<file path="src/verilog/vic_defines.svh">
// Offsets, field positions, masks and reset values of the interrupt controller.
// Assumes inclusion by bare name from the design file.
`ifndef VIC_DEFINES_SVH
`define VIC_DEFINES_SVH
// ****************************************
// Register byte offsets
// ****************************************
`define OFS_CTRL   8'h00
`define OFS_SHADOW 8'h04
`define OFS_STAT   8'h08
`define OFS_RELOAD 8'h0C
`define OFS_FLAG   8'h10
`define OFS_EN     8'h14
`define OFS_NMI    8'h18
`define OFS_PRIO   8'h20
// ****************************************
// Fields and masks
// ****************************************
`define KEY_LSB    24
`define KEY_VALUE  8'h4E
`define VECTOR_CONFIG_BIT_BIT   12
`define TPC_LSB    8
`define CTRL_MASK  32'hFF00_171F
`define SHADOW_MASK 32'hFFFF_FFF1
`define PRIO_MASK  32'h1F1F_1F1F
`define RST_WORD   32'h0000_0000
`define RESP_OKAY  2'b00
`define RESP_SLVERR 2'b10
`endif

</file>
<file path="src/verilog/vic_pkg.sv">
// Types shared by the interrupt controller.
// Assumes the defines header carries every number.
package vic_pkg;
    // One-hot proximity timer states
    typedef enum logic [1:0] {
        PROX_IDLE = 2'b01,
        PROX_RUN  = 2'b10
    } prox_state_e;
endpackage : vic_pkg

</file>
<file path="src/verilog/vectored_interrupt_controller.sv">
// Vectored interrupt controller: flags, enables, priorities, proximity timer.
// Assumes an AXI4-Lite master and a core that pulses irq_ack on service.
// Summary of operation
// RULE1 - Key 0x4E write raises software NMI
// RULE2 - Control bit 12 selects multi-vector mode
// RULE3 - Threshold zero keeps proximity timer off
// RULE4 - Priority at or below threshold starts timer
// RULE5 - Polarity bit picks rising or falling edge
// RULE6 - Each level maps to shadow set 0-7
// RULE7 - Reserved shadow codes fall back to set 0
// RULE8 - Shadow fields ignored in single vector mode
// RULE9 - Single vector shadow bit enables shadow set
// RULE10 - Status reports level of last presented request
// RULE11 - Status reports last serviced request number
// RULE12 - Trigger loads reload value into timer
// RULE13 - Requests set flags; flags stay writable
// RULE14 - Unimplemented bits read zero, ignore writes
// RULE15 - Enable bit gates request toward core
// RULE16 - Priority zero disables the source
// RULE17 - Timer holds qualifying requests until expiry
// RULE18 - Highest priority, subpriority, lowest number wins
//
// The implementer's own choices: the AXI4-Lite slave port and the address map.
`timescale 1ns/1ps
`include "vic_defines.svh"
module vectored_interrupt_controller (
    // Clock and reset
    input  wire logic        aclk,
    input  wire logic        aresetn,
    // AXI4-Lite write
    input  wire logic        awvalid,
    output logic             awready,
    input  wire logic [7:0]  awaddr,
    input  wire logic        wvalid,
    output logic             wready,
    input  wire logic [31:0] wdata,
    input  wire logic [3:0]  wstrb,
    output logic             bvalid,
    input  wire logic        bready,
    output logic [1:0]       bresp,
    // AXI4-Lite read
    input  wire logic        arvalid,
    output logic             arready,
    input  wire logic [7:0]  araddr,
    output logic             rvalid,
    input  wire logic        rready,
    output logic [31:0]      rdata,
    output logic [1:0]       rresp,
    // Interrupt sources
    input  wire logic [31:0] src_req,
    input  wire logic [4:0]  ext_irq,
    // Core side
    input  wire logic        irq_ack,
    output logic             irq_req,
    output logic [7:0]       irq_num,
    output logic [2:0]       irq_level,
    output logic             irq_shadow_en,
    output logic [2:0]       irq_shadow_set,
    output logic             nmi_pulse
);
    // ****************************************
    // Functions
    // ****************************************
    // Byte strobes to bit mask
    function automatic logic [31:0] wmask(input logic [3:0] s);
        wmask = {{8{s[3]}}, {8{s[2]}}, {8{s[1]}}, {8{s[0]}}};
    endfunction : wmask

    // Strobed merge, unimplemented bits forced low
    function automatic logic [31:0] merge(input logic [31:0] o, input logic [31:0] n,
                                          input logic [3:0] s, input logic [31:0] impl);
        merge = ((o & ~wmask(s)) | (n & wmask(s))) & impl;
    endfunction : merge

    // ****************************************
    // State
    // ****************************************
    logic [31:0] ctrl_q, shadow_q, reload_q, flag_q, en_q, cnt_q, pend_prev_q;
    logic [31:0] prio_q [8];
    logic [7:0]  aw_addr_q, last_srv_q, rd_idx;
    logic [31:0] w_data_q;
    logic [3:0]  w_strb_q;
    logic        aw_full_q, w_full_q, global_nmi_status_q;
    logic [2:0]  requested_priority_level_q;
    logic [4:0]  ext_prev_q;
    vic_pkg::prox_state_e state_q, state_d;

    // ****************************************
    // AXI4-Lite slave
    // ****************************************
    // Address and data are held separately so they may arrive in any order
    wire aw_take  = awvalid & awready;
    wire w_take   = wvalid & wready;
    wire do_wr    = aw_full_q & w_full_q & ~bvalid;
    wire aw_full_d = ~do_wr & (aw_full_q | aw_take);
    wire w_full_d  = ~do_wr & (w_full_q | w_take);
    wire ar_take  = arvalid & arready;
    wire rvalid_d = ar_take | (rvalid & ~rready);

    // Address decode
    wire wr_prio  = aw_addr_q[7:5] == 3'b001;
    wire wr_hit   = wr_prio || aw_addr_q <= `OFS_NMI && aw_addr_q[1:0] == 2'b00;
    wire wr_ctrl  = do_wr && aw_addr_q == `OFS_CTRL;
    wire wr_sh    = do_wr && aw_addr_q == `OFS_SHADOW;
    wire wr_rel   = do_wr && aw_addr_q == `OFS_RELOAD;
    wire wr_flag  = do_wr && aw_addr_q == `OFS_FLAG;
    wire wr_en    = do_wr && aw_addr_q == `OFS_EN;
    wire wr_nmi   = do_wr && aw_addr_q == `OFS_NMI && w_strb_q[0] && w_data_q[0];
    assign rd_idx = araddr;
    wire rd_prio  = rd_idx[7:5] == 3'b001;
    wire rd_hit   = rd_prio || rd_idx <= `OFS_NMI && rd_idx[1:0] == 2'b00;

    // Read data selection
    wire [31:0] stat_word = {21'd0, requested_priority_level_q, last_srv_q};
    wire [31:0] rd_word =
        rd_prio                  ? prio_q[rd_idx[4:2]] :
        rd_idx == `OFS_CTRL      ? ctrl_q   :
        rd_idx == `OFS_SHADOW    ? shadow_q :
        rd_idx == `OFS_STAT      ? stat_word :
        rd_idx == `OFS_RELOAD    ? reload_q :
        rd_idx == `OFS_FLAG      ? flag_q   :
        rd_idx == `OFS_EN        ? en_q     :
        rd_idx == `OFS_NMI       ? {31'd0, global_nmi_status_q} : `RST_WORD;

    // Handshake registers; ready falls as soon as a slot is held
    always_ff @(posedge aclk)
    begin
        if (!aresetn)
        begin
            aw_full_q <= 1'b0;
            w_full_q  <= 1'b0;
            awready   <= 1'b0;
            wready    <= 1'b0;
            arready   <= 1'b0;
            bvalid    <= 1'b0;
            rvalid    <= 1'b0;
        end
        else
        begin
            aw_full_q <= aw_full_d;
            w_full_q  <= w_full_d;
            awready   <= ~aw_full_d;
            wready    <= ~w_full_d;
            arready   <= ~rvalid_d;
            bvalid    <= do_wr | (bvalid & ~bready);
            rvalid    <= rvalid_d;
        end
    end

    // Payload capture and responses
    always_ff @(posedge aclk)
    begin
        if (!aresetn)
        begin
            aw_addr_q <= 8'h00;
            w_data_q  <= `RST_WORD;
            w_strb_q  <= 4'h0;
            bresp     <= `RESP_OKAY;
            rresp     <= `RESP_OKAY;
            rdata     <= `RST_WORD;
        end
        else
        begin
            if (aw_take) aw_addr_q <= awaddr;
            if (w_take) w_data_q <= wdata;
            if (w_take) w_strb_q <= wstrb;
            if (do_wr) bresp <= wr_hit ? `RESP_OKAY : `RESP_SLVERR;
            if (ar_take) rresp <= rd_hit ? `RESP_OKAY : `RESP_SLVERR;
            if (ar_take) rdata <= rd_word;
        end
    end

    // ****************************************
    // Configuration registers
    // ****************************************
    wire       vector_config_bit = ctrl_q[`VECTOR_CONFIG_BIT_BIT];
    wire [2:0] proximity_priority_threshold  = ctrl_q[`TPC_LSB +: 3];
    wire       key_hit = wr_ctrl && w_strb_q[3] && w_data_q[`KEY_LSB +: 8] == `KEY_VALUE;

    // Writable words; masks keep unimplemented bits at zero
    always_ff @(posedge aclk)
    begin
        if (!aresetn)
        begin
            ctrl_q   <= `RST_WORD;
            shadow_q <= `RST_WORD;
            reload_q <= `RST_WORD;
            en_q     <= `RST_WORD;
            for (int i = 0; i < 8; i++) prio_q[i] <= `RST_WORD;
        end
        else
        begin
            if (wr_ctrl) ctrl_q <= merge(ctrl_q, w_data_q, w_strb_q, `CTRL_MASK); // RULE14
            if (wr_sh) shadow_q <= merge(shadow_q, w_data_q, w_strb_q, `SHADOW_MASK); // RULE14
            if (wr_rel) reload_q <= merge(reload_q, w_data_q, w_strb_q, 32'hFFFF_FFFF);
            if (wr_en) en_q <= merge(en_q, w_data_q, w_strb_q, 32'hFFFF_FFFF);
            if (do_wr && wr_prio)
                prio_q[aw_addr_q[4:2]] <= merge(prio_q[aw_addr_q[4:2]], w_data_q, w_strb_q, `PRIO_MASK);
        end
    end

    // ****************************************
    // Request flags and NMI
    // ****************************************
    // Edge select per external input
    wire [4:0]  ext_rise = ext_irq & ~ext_prev_q;
    wire [4:0]  ext_fall = ~ext_irq & ext_prev_q;
    wire [4:0]  ext_ev   = (ctrl_q[4:0] & ext_rise) | (~ctrl_q[4:0] & ext_fall); // RULE5
    wire [31:0] set_ev   = src_req | {27'd0, ext_ev};
    wire [31:0] flag_base = wr_flag ? merge(flag_q, w_data_q, w_strb_q, 32'hFFFF_FFFF) : flag_q;

    // New events win over a software clear in the same cycle
    always_ff @(posedge aclk)
    begin
        if (!aresetn)
        begin
            flag_q     <= `RST_WORD;
            ext_prev_q <= 5'h00;
            global_nmi_status_q     <= 1'b0;
            nmi_pulse  <= 1'b0;
        end
        else
        begin
            flag_q     <= flag_base | set_ev; // RULE13
            ext_prev_q <= ext_irq;
            global_nmi_status_q     <= key_hit | (global_nmi_status_q & ~wr_nmi); // RULE1
            nmi_pulse  <= key_hit; // RULE1
        end
    end

    // ****************************************
    // Arbitration and proximity holdback
    // ****************************************
    logic [31:0] pend, qual, cand;
    logic [4:0]  win_idx;
    logic [4:0]  win_key;
    logic        win_ok;
    logic [2:0]  ip;
    logic [2:0]  ip_t;

    // Threshold test kept apart from the scan, so the trigger feeds no loop
    always_comb
    begin
        pend = flag_q & en_q; // RULE15
        qual = 32'd0;
        ip_t = 3'd0;
        for (int i = 0; i < 32; i++)
        begin
            ip_t    = prio_q[i / 4][8 * (i % 4) + 2 +: 3];
            qual[i] = ip_t != 3'd0 && ip_t <= proximity_priority_threshold; // RULE4
        end
    end

    // Trigger on a newly pending qualifying source
    wire trig = proximity_priority_threshold != 3'd0 && |(pend & ~pend_prev_q & qual); // RULE3 RULE4
    // Hold starts in the trigger cycle itself, else one request leaks early
    wire hold_all = state_q == vic_pkg::PROX_RUN || trig; // RULE17

    // Ascending scan with strict compare keeps the lowest number on ties
    always_comb
    begin
        cand    = 32'd0;
        win_idx = 5'd0;
        win_key = 5'd0;
        win_ok  = 1'b0;
        for (int i = 0; i < 32; i++)
        begin
            ip = prio_q[i / 4][8 * (i % 4) + 2 +: 3];
            cand[i] = pend[i] && ip != 3'd0 && !(hold_all && qual[i]); // RULE16 RULE17
            if (cand[i] && {ip, prio_q[i / 4][8 * (i % 4) +: 2]} > win_key) // RULE18
            begin
                win_key = {ip, prio_q[i / 4][8 * (i % 4) +: 2]};
                win_idx = 5'(i);
                win_ok  = 1'b1;
            end
        end
    end

    // Timer state
    always_comb
    begin
        state_d = state_q;
        case (state_q)
            vic_pkg::PROX_IDLE: if (trig) state_d = vic_pkg::PROX_RUN;
            vic_pkg::PROX_RUN:  if (cnt_q == 32'd0 || proximity_priority_threshold == 3'd0) state_d = vic_pkg::PROX_IDLE; // RULE3
            default:            state_d = vic_pkg::PROX_IDLE;
        endcase
    end

    always_ff @(posedge aclk)
    begin
        if (!aresetn)
        begin
            state_q     <= vic_pkg::PROX_IDLE;
            cnt_q       <= `RST_WORD;
            pend_prev_q <= `RST_WORD;
        end
        else
        begin
            state_q     <= state_d;
            pend_prev_q <= pend;
            if (state_q == vic_pkg::PROX_IDLE && trig) cnt_q <= reload_q; // RULE12
            else if (state_q == vic_pkg::PROX_RUN && cnt_q != 32'd0) cnt_q <= cnt_q - 32'd1; // RULE17
        end
    end

    // ****************************************
    // Core outputs and status
    // ****************************************
    wire [2:0] win_lvl = win_key[4:2];
    wire [3:0] ss_fld  = shadow_q[4 * win_lvl +: 4];
    wire       sh_en_d = vector_config_bit ? 1'b1 : shadow_q[0]; // RULE2 RULE9
    wire [2:0] sh_set_d = (vector_config_bit && !ss_fld[3]) ? ss_fld[2:0] : 3'd0; // RULE6 RULE7 RULE8

    always_ff @(posedge aclk)
    begin
        if (!aresetn)
        begin
            irq_req        <= 1'b0;
            irq_num        <= 8'h00;
            irq_level      <= 3'd0;
            irq_shadow_en  <= 1'b0;
            irq_shadow_set <= 3'd0;
            requested_priority_level_q        <= 3'd0;
            last_srv_q     <= 8'h00;
        end
        else
        begin
            irq_req        <= win_ok;
            irq_num        <= {3'd0, win_idx};
            irq_level      <= win_lvl;
            irq_shadow_en  <= win_ok & sh_en_d;
            irq_shadow_set <= sh_set_d;
            if (win_ok) requested_priority_level_q <= win_lvl; // RULE10
            if (irq_ack && irq_req) last_srv_q <= irq_num; // RULE11
        end
    end
endmodule : vectored_interrupt_controller

</file>
<file path="config.mk">
export PLATFORM = sky130hd
export DESIGN_NAME = vectored_interrupt_controller
export DESIGN_NICKNAME = d
export VERILOG_FILES = /design/src/verilog/vic_pkg.sv /design/src/verilog/vectored_interrupt_controller.sv
export VERILOG_INCLUDE_DIRS = /design/src /design/src/verilog
export SDC_FILE = /design/constraint.sdc
export NUM_CORES = 1
export LEC_CHECK = 0
export BUFFER_PORTS_ARGS = -buffer_cell sky130_fd_sc_hd__buf_4
export CORE_ASPECT_RATIO = 1.5
export CORE_MARGIN = 8
export CORE_UTILIZATION = 50
export CTS_BUF_LIST = sky130_fd_sc_hd__clkbuf_4
export DETAILED_ROUTE_END_ITERATION = 8
export GPL_TIMING_DRIVEN = 0
export PLACE_DENSITY = 0.78
export SLEW_MARGIN = 15
export SYNTH_ARGS = -nofsm -noshare
export SYNTH_HDL_FRONTEND = slang
export SYNTH_SLANG_ARGS = --single-unit
</file>
<file path="constraint.sdc">
create_clock -name aclk -period 75.6 [get_ports aclk]
set_input_delay 7.56 -clock aclk [delete_from_list [all_inputs] [get_ports aclk]]
set_output_delay 7.56 -clock aclk [all_outputs]
set_load 0.02 [all_outputs]
</file>
* Word level (Yosys, flattened, before mapping)
Memories as Yosys holds them, arrays and structs flattened. A register that Yosys moved wholly into a read port is not among the register bits.
Cells that the tools add are included.
** Storage, ports and cells
- Register bits after elaboration :: 329
- RAM bits :: 160
- Logic and storage cells :: 552
- Memories :: 1
** Cells by class
- $add $sub $neg :: 1
- $lt $le $gt $ge :: 66
- Equality and inequality tests :: 18
- Shift operators :: 1
- Multiplexer cells :: 121
- Bitwise logic cells :: 52
- Reductions and logical operators :: 260
** Memory list
- prio_q :: words 8, bits a word 20, rd ports 10, clocked after Yosys merged registers in 1, write ports 8, RTL line vectored_interrupt_controller.sv:79 : logic [31:0] prio_q [8];
** Operators by type and width (count)
- 32-bit two-way mux :: 10
- 5-bit two-way mux :: 62
- 32-bit bitwise AND :: 9
- 32-bit OR :: 6
- 1-bit logical AND :: 178
- 5-bit greater-than comparator :: 31
- 3-bit nonzero test :: 33
- 3-bit less-or-equal comparator :: 32
- 32-bit inverter :: 2
- 8-bit by 5-bit == test with 1-bit output, second input constant :: 6
- 1-bit two-way mux :: 40
- 1-bit zero test :: 33
- 32-bit zero test :: 1
- 32-bit by 5-bit OR with 32-bit output :: 1
- 32-bit nonzero test :: 1
- 32-bit OR reduction :: 1
- 32-bit by 6-bit indexed part select with 4-bit output :: 1
- 32-bit by 1-bit subtractor with 32-bit output, second input constant :: 1
- 29-bit bitwise AND :: 1
- 29-bit OR :: 1
- 8-bit by 4-bit == test with 1-bit output, second input constant :: 3
- 5-bit bitwise AND :: 4
- 20-bit two-way mux :: 1
- 20-bit OR reduction :: 1
- 23 further kinds :: 60

* Longest topological paths before layout
Gate-level depths: netlist of the first run.
An unclocked memory read counts as a cell.
- Word-level depth :: 109
- Gate-level depth with buffers :: 323
- Gate-level depth less buffers :: 298

* Least setup slack after synthesis of the first run
OpenSTA, ideal clock, no wires.
- Path kind :: reg-to-reg
- Start point :: register with a tool-made name
- End point :: register irq_shadow_set[1]
- Data arrival time :: 56921 ps
- Required time :: 75488 ps
- Path slack :: 18567 ps
- Cell stages (with the launch flop) :: 291
- Cell sequence :: dfxtp_1 ha_1 nand3_1 o21ai_0 o21ai_0 o2111ai_1 or4_4 or3_1 buf_4 a21oi_1 buf_6 buf_6 buf_6 nor2_1 nor2_1 nand2_1 ha_1 nand2_1 [... 255 more ...] o21ai_0 a211o_2 a311o_1 or2_1 buf_2 mux2_1 ha_1 nor2b_1 o21ai_0 nand2b_1 a21oi_1 nor2b_1 o221ai_1 mux2i_1 mux2_2 a211oi_1 o21ai_1 a2111oi_1
** RTL lines
- end signal, assigned :: RTL line vectored_interrupt_controller.sv:333 : irq_shadow_set <= sh_set_d;
- end, declared :: RTL line vectored_interrupt_controller.sv:58 : output logic [2:0] irq_shadow_set,

==> flow_metrics.tcl, run 1 <==
set metrics [dict create \
    ctsResizeCount 0 \
    fmax_mhz 14.81 \
    finalClockSkew_ps 70.24 \
    finalCriticalPeriod_ps 67510 \
    drv_cap 0 \
    gp_congestion 1.135 \
    finalSetupTns_ps 0 \
    synth_cells 3864 \
    first_global_vias 32450 \
    avgSynthCellArea_um2 8.797 \
    met3_wirelength_mm 17.42 \
    avgViaCountPerCell 6.665 \
    io_pins 155 \
    antenna_found_initial 7 \
    routed_wl_mm 151.9 \
    reg2reg_depth 294 \
    die_w_um 228.9 \
    startpoint_type "flip-flop" \
    ant_nets 0 \
    highest_layer "met5" \
    postCtsSetupBuffers 0 \
    cp_top_family "compound AO/OA/AOI/OAI gates" \
    hold_buffers 0 \
    dieArea_mm2 0.07676 \
    crit_cells 294 \
    cts_tree "built" \
    synth.distinct_cells 161 \
    hold_violations 0 \
    clockBufferDepth 3 \
    synth_top_cell_by_area "dfxtp_1" \
    report.final.slew_viol_count 0 \
    synthesis.area_mm2 0.03399 \
    power_mw 0.5831 \
    cts_buffers 105 \
    crit_top_cell "ha_1" \
    grt_pass1_wl_mm 215.8 \
    post-route-drc-count 0 \
    placementRows 117 \
    cts_root_buffer "clkbuf_4" \
    path_max_fanout 19 \
    yosys_warnings 0 \
    synth_top_cells_by_count "nand2_1, nor2_1, a21oi_1, dfxtp_1, inv_1" \
    wl_met1_mm 48.47 \
    drive_gt1_frac 0.1794 \
    hpwlAfterDp_mm 117.1 \
    synth_area_leaders "dfxtp_1, edfxtp_1, ha_1" \
    start_util 0.5026 \
    end_kind "flip-flop" \
    met2_length_mm 68.93 \
    async_flop_share 0 \
    cellPowerDensity_mw_per_mm2 15.36 \
    crit_buf_inv 37 \
    rsz0062_at_grt "false" \
    first_pass_iters 6 \
    hp-class "flip-flop to flip-flop" \
    io_buffers 146 \
    synth.most_common_cell "nand2_1" \
    synth_ff_type "dfxtp_1" \
    fin_crit_sh 0.8930 \
    vias 34110 \
    synth_seq_cells 484 \
    worstMarginPinSlew_ps 1377 \
    h-tree-depth 3 \
    maxSlewHeadroom 0.08198 \
    whs_path_depth 2 \
    clkLatencyLatePin_ps 920 \
    nets 4435 \
    grt_max_degree 21 \
    numClockSinks 484 \
    wl_per_cell_um 29.68 \
    cp.required_ps 76320 \
    path_class "flip-flop to flip-flop" \
    status "finished, final reports clean" \
    setup_viol 0 \
    ir_worst_vdd_mv 0.01579 \
    gr-total-overflow 0 \
    ys_seq_area_frac 0.3322 \
    netlist.area_leader.share 0.1908 \
    fp.dieH_um 335.3 \
    path_clk_slew_ps 70 \
    slowest_stage "or3_1" \
    grt_use_total 0.3818 \
    coreArea_mm2 0.06763 \
    area_delta_synth_final_pct 11.66 \
    slowest_delay_ps 840 \
    drt_iter0_markers 4309 \
    worstPathArrival_ps 68230 \
    leakage_nw 14.74 \
    synth-edff-count 160 \
]
worst reg2reg max path, delay by kind of cell (launching register included):
family,cells,cell delay (ps)
compound gates,113,27340
simple gates,96,17090
fa+ha+maj,33,10660
buf+inv,37,6460
mux,15,5390
flops,1,360
final timing paths:
kind              startpoint                end  slack, ps
setup / recovery   flip-flop  irq_shadow_set[1]       8090
hold / removal     flip-flop          flip-flop        460
setup reg to reg   flip-flop  irq_shadow_set[1]       8090
hold reg to reg    flip-flop          flip-flop        460
routing by layer:
| layer | track usage | up-vias |
|---|---|---|
| li1 | - | 14870 |
| met1 | 0.3964 | 16180 |
| met2 | 0.6247 | 2338 |
| met3 | 0.1101 | 721 |
| met4 | 0.3434 | 6 |
| met5 | 0 | - |
cells by family (layout without fill, tap and decap cells):
family	after synthesis	after routing	synth area share
AOI/OAI and AO/OA	1030	1030	0.2176
xor gates and xnor gates	23	23	0.006699
adders and majority gates	206	206	0.07531
buffers and inverters	434	785	0.05996
DFF	484	484	0.3322
muxes	243	243	0.1075
other	1	12	0.0001103
and+or+nand+nor	1443	1443	0.2007
cells in the final DEF, fill, tap and decap left out, drive strengths merged, types with 28 or more instances in the layout:
master / netlist / final
nand2: 461 / 461
nor2: 418 / 418
a21oi: 363 / 363
dfxtp: 324 / 324
clkbuf: 147 / 298
buf: 74 / 238
inv: 207 / 209
ha: 199 / 199
nand3: 184 / 184
o21ai: 178 / 178
edfxtp: 160 / 160
mux2i: 88 / 88
mux4: 80 / 80
mux2: 75 / 75
nor3: 61 / 61
a211oi: 56 / 56
a22oi: 55 / 55
and2: 49 / 49
and3: 44 / 44
a31oi: 34 / 34
o311ai: 31 / 31
nor2b: 28 / 28
o211ai: 28 / 28
metrics by stage:
stage                     hold slack, ps    util  cells  setup WS, ps  area (µm²)
after floorplan                    436.0       -   3868         18570       34010
after global placement             442.6  0.5355   4906          8831       36220
final                              456.4  0.5612   5118          8086       37960
after detailed placement           447.8  0.5392   4919          9343       36470
after global routing               476.2  0.5611   5114          3450       37950
after CTS                          457.6  0.5600   5106          9106       37870
area by class of cell:
type	count	area [µm²]
clock inverters	36	271.5
well taps	892	1116
flip-flops and latches	484	11290
repair buffers	164	1324
fillers	6286	29680
plain buffers	226	1246
clock buffers	151	1134
multi-input cells	2950	20760
diodes	7	17.52
inverters	208	794.5
where the power goes:
part,switching (mW),leakage [nW],internal [mW]
Clock,0.113,0.815,0.106
Sequential,0.0127,4.28,0.274
Combinational,0.0502,9.64,0.0268
Note: power is estimated with default switching activity, not from simulation.
==> run 2, diff against run 1 <==
MAX_ROUTING_LAYER = met4   (was not set)
==> run 2 against run 1 <==
  * Register-to-register slack improved by 470 ps
  * Non-clock buffer count decreased by 7
  * Clock-buffer cell count unchanged
  * Maximum frequency increased by 0.69%
  * Cell count about the same
  * Clock skew increased by 16 ps
  * First-iteration DRC count decreased by 12%
  * Largest power group unchanged
==> flow_metrics.tcl, run 2 (same netlist as run 1, synthesis figures left out) <==
set metrics [dict create \
    die_w_um 228.9 \
    ctsResizeCount 0 \
    drive_gt1_frac 0.1784 \
    vias 34160 \
    maxSlewHeadroom 0.05220 \
    status "finished, final reports clean" \
    clkLatencyLatePin_ps 990 \
    routed_wl_mm 152.2 \
    fp.dieH_um 335.3 \
    dp_slack_ps 9654 \
    cts_tree "built" \
    finalSetupTns_ps 0 \
    fin_crit_sh 0.8869 \
    worstPathArrival_ps 67860 \
    cts_root_buffer "clkbuf_4" \
    drt_iter0_markers 3791 \
    cellPowerDensity_mw_per_mm2 15.37 \
    grt_pass1_wl_mm 215.8 \
    postCtsSetupBuffers 0 \
    h-tree-depth 3 \
    io_buffers 146 \
    drv_cap 0 \
    avgViaCountPerCell 6.674 \
    hpwlAfterDp_mm 119.6 \
    power_switching_mw 0.1782 \
    fmax_mhz 14.91 \
    mostFrequentLayoutCells "nand2_1, nor2_1, a21oi_1, dfxtp_1, inv_1" \
    finalClockSkew_ps 86.67 \
    power_mw 0.5822 \
    ant_nets 0 \
    antenna_found_initial 8 \
    finalCriticalPeriod_ps 67050 \
    leakage_nw 14.70 \
    numClockSinks 484 \
    combPwrFrac 0.132 \
    placementRows 117 \
    grt_use_total 0.3942 \
    slowest_stage "o21ai_0" \
    path_class "flip-flop to flip-flop" \
    end_kind "flip-flop" \
    worstMarginPinSlew_ps 1422 \
    dieArea_mm2 0.07676 \
    slowest_delay_ps 970 \
    gr-total-overflow 0 \
    start_util 0.5026 \
    nets 4434 \
    finalWorstSetupSlack_ps 8552 \
    fillers 6381 \
    ir_worst_vdd_mv 0.01511 \
    area_delta_synth_final_pct 11.41 \
    cp.required_ps 76420 \
    rsz0062_at_grt "false" \
    hp-class "flip-flop to flip-flop" \
    clockBufferDepth 3 \
    layout_commonest_cell "nand2_1" \
    cts_buffers 111 \
    path_max_fanout 18 \
    post-route-drc-count 0 \
    crit_top_cell "ha_1" \
    grt_max_degree 26 \
    setup_viol 0 \
    report.final.slew_viol_count 0 \
    io_pins 155 \
    first_global_vias 32610 \
    p_clk_frac 0.375 \
    hold_violations 0 \
    wl_per_cell_um 29.73 \
    gp_congestion 1.094 \
    first_pass_iters 6 \
    path_clk_slew_ps 80 \
    seq_power_share 0.493 \
    cellInternalPower_mw 0.4040 \
    coreArea_mm2 0.06763 \
    startpoint_type "flip-flop" \
    swShare 0.3061 \
    hold_buffers 0 \
]
[run 2: changes by cell type in the layout (fill, tap and decap cells not counted), sizes merged]
cell      change
buf           -7
clkinv        +7
inv           -1
diode         +5
clkinvlp      -2
bufinv        -1
[run 2: area by class of cell]
type,count,area (µm²),share of cell area
Clock inverter,39,262.8,0.006938
Timing Repair Buffer,157,1246,0.03291
Tap cell,892,1116,0.02947
Clock buffer,151,1134,0.02993
Multi-Input combinational cell,2950,20750,0.5479
Sequential cell,484,11290,0.2982
Inverter,208,794.5,0.02098
Antenna cell,12,30.03,0.0007929
Buffer,226,1247,0.03294
[run 2: final timing paths]
kind	slack, ps	cells past startpoint	endpoint
hold / removal	460	2	flip-flop
hold reg to reg	460	2	flip-flop
setup / recovery	8550	295	irq_shadow_set[0]
setup reg to reg	8550	295	irq_shadow_set[0]
[run 2: per-layer routing]
metal / track usage / share of wire
met1: 0.4105 / 0.33
met2: 0.6283 / 0.46
met3: 0.08697 / 0.10
met4: 0.3461 / 0.11
met5: - / 0
[run 2: through the flow]
step	hold slack [ps]	cells	utilization	instance area, µm²
floorplan	436.0	3868	-	34010
global placement	443.7	4906	0.5355	36220
detailed placement	448.1	4916	0.5386	36430
CTS	456.7	5106	0.5592	37820
global route	472.6	5114	0.5598	37860
finish	456.5	5119	0.5600	37870
[run 2: worst max-delay path: cells and delay by family (launching register included)]
family	cells	cell delay, ps
AOI/OAI and AO/OA	111	26550
adders and majority gates	33	10600
buffers and inverters	38	6640
DFF	1	500
muxes	15	5320
and+or+nand+nor	98	17200
[run 2: power groups by stage]
stage | logic, mW | registers (mW) | clock network (mW)
after global placement | 0.0712 | 0.292 | 0
final | 0.0769 | 0.287 | 0.218
after CTS | 0.0737 | 0.286 | 0.217
after floorplan | 0.0436 | 0.285 | 0
after global routing | 0.0796 | 0.287 | 0.229
after detailed placement | 0.0734 | 0.292 | 0
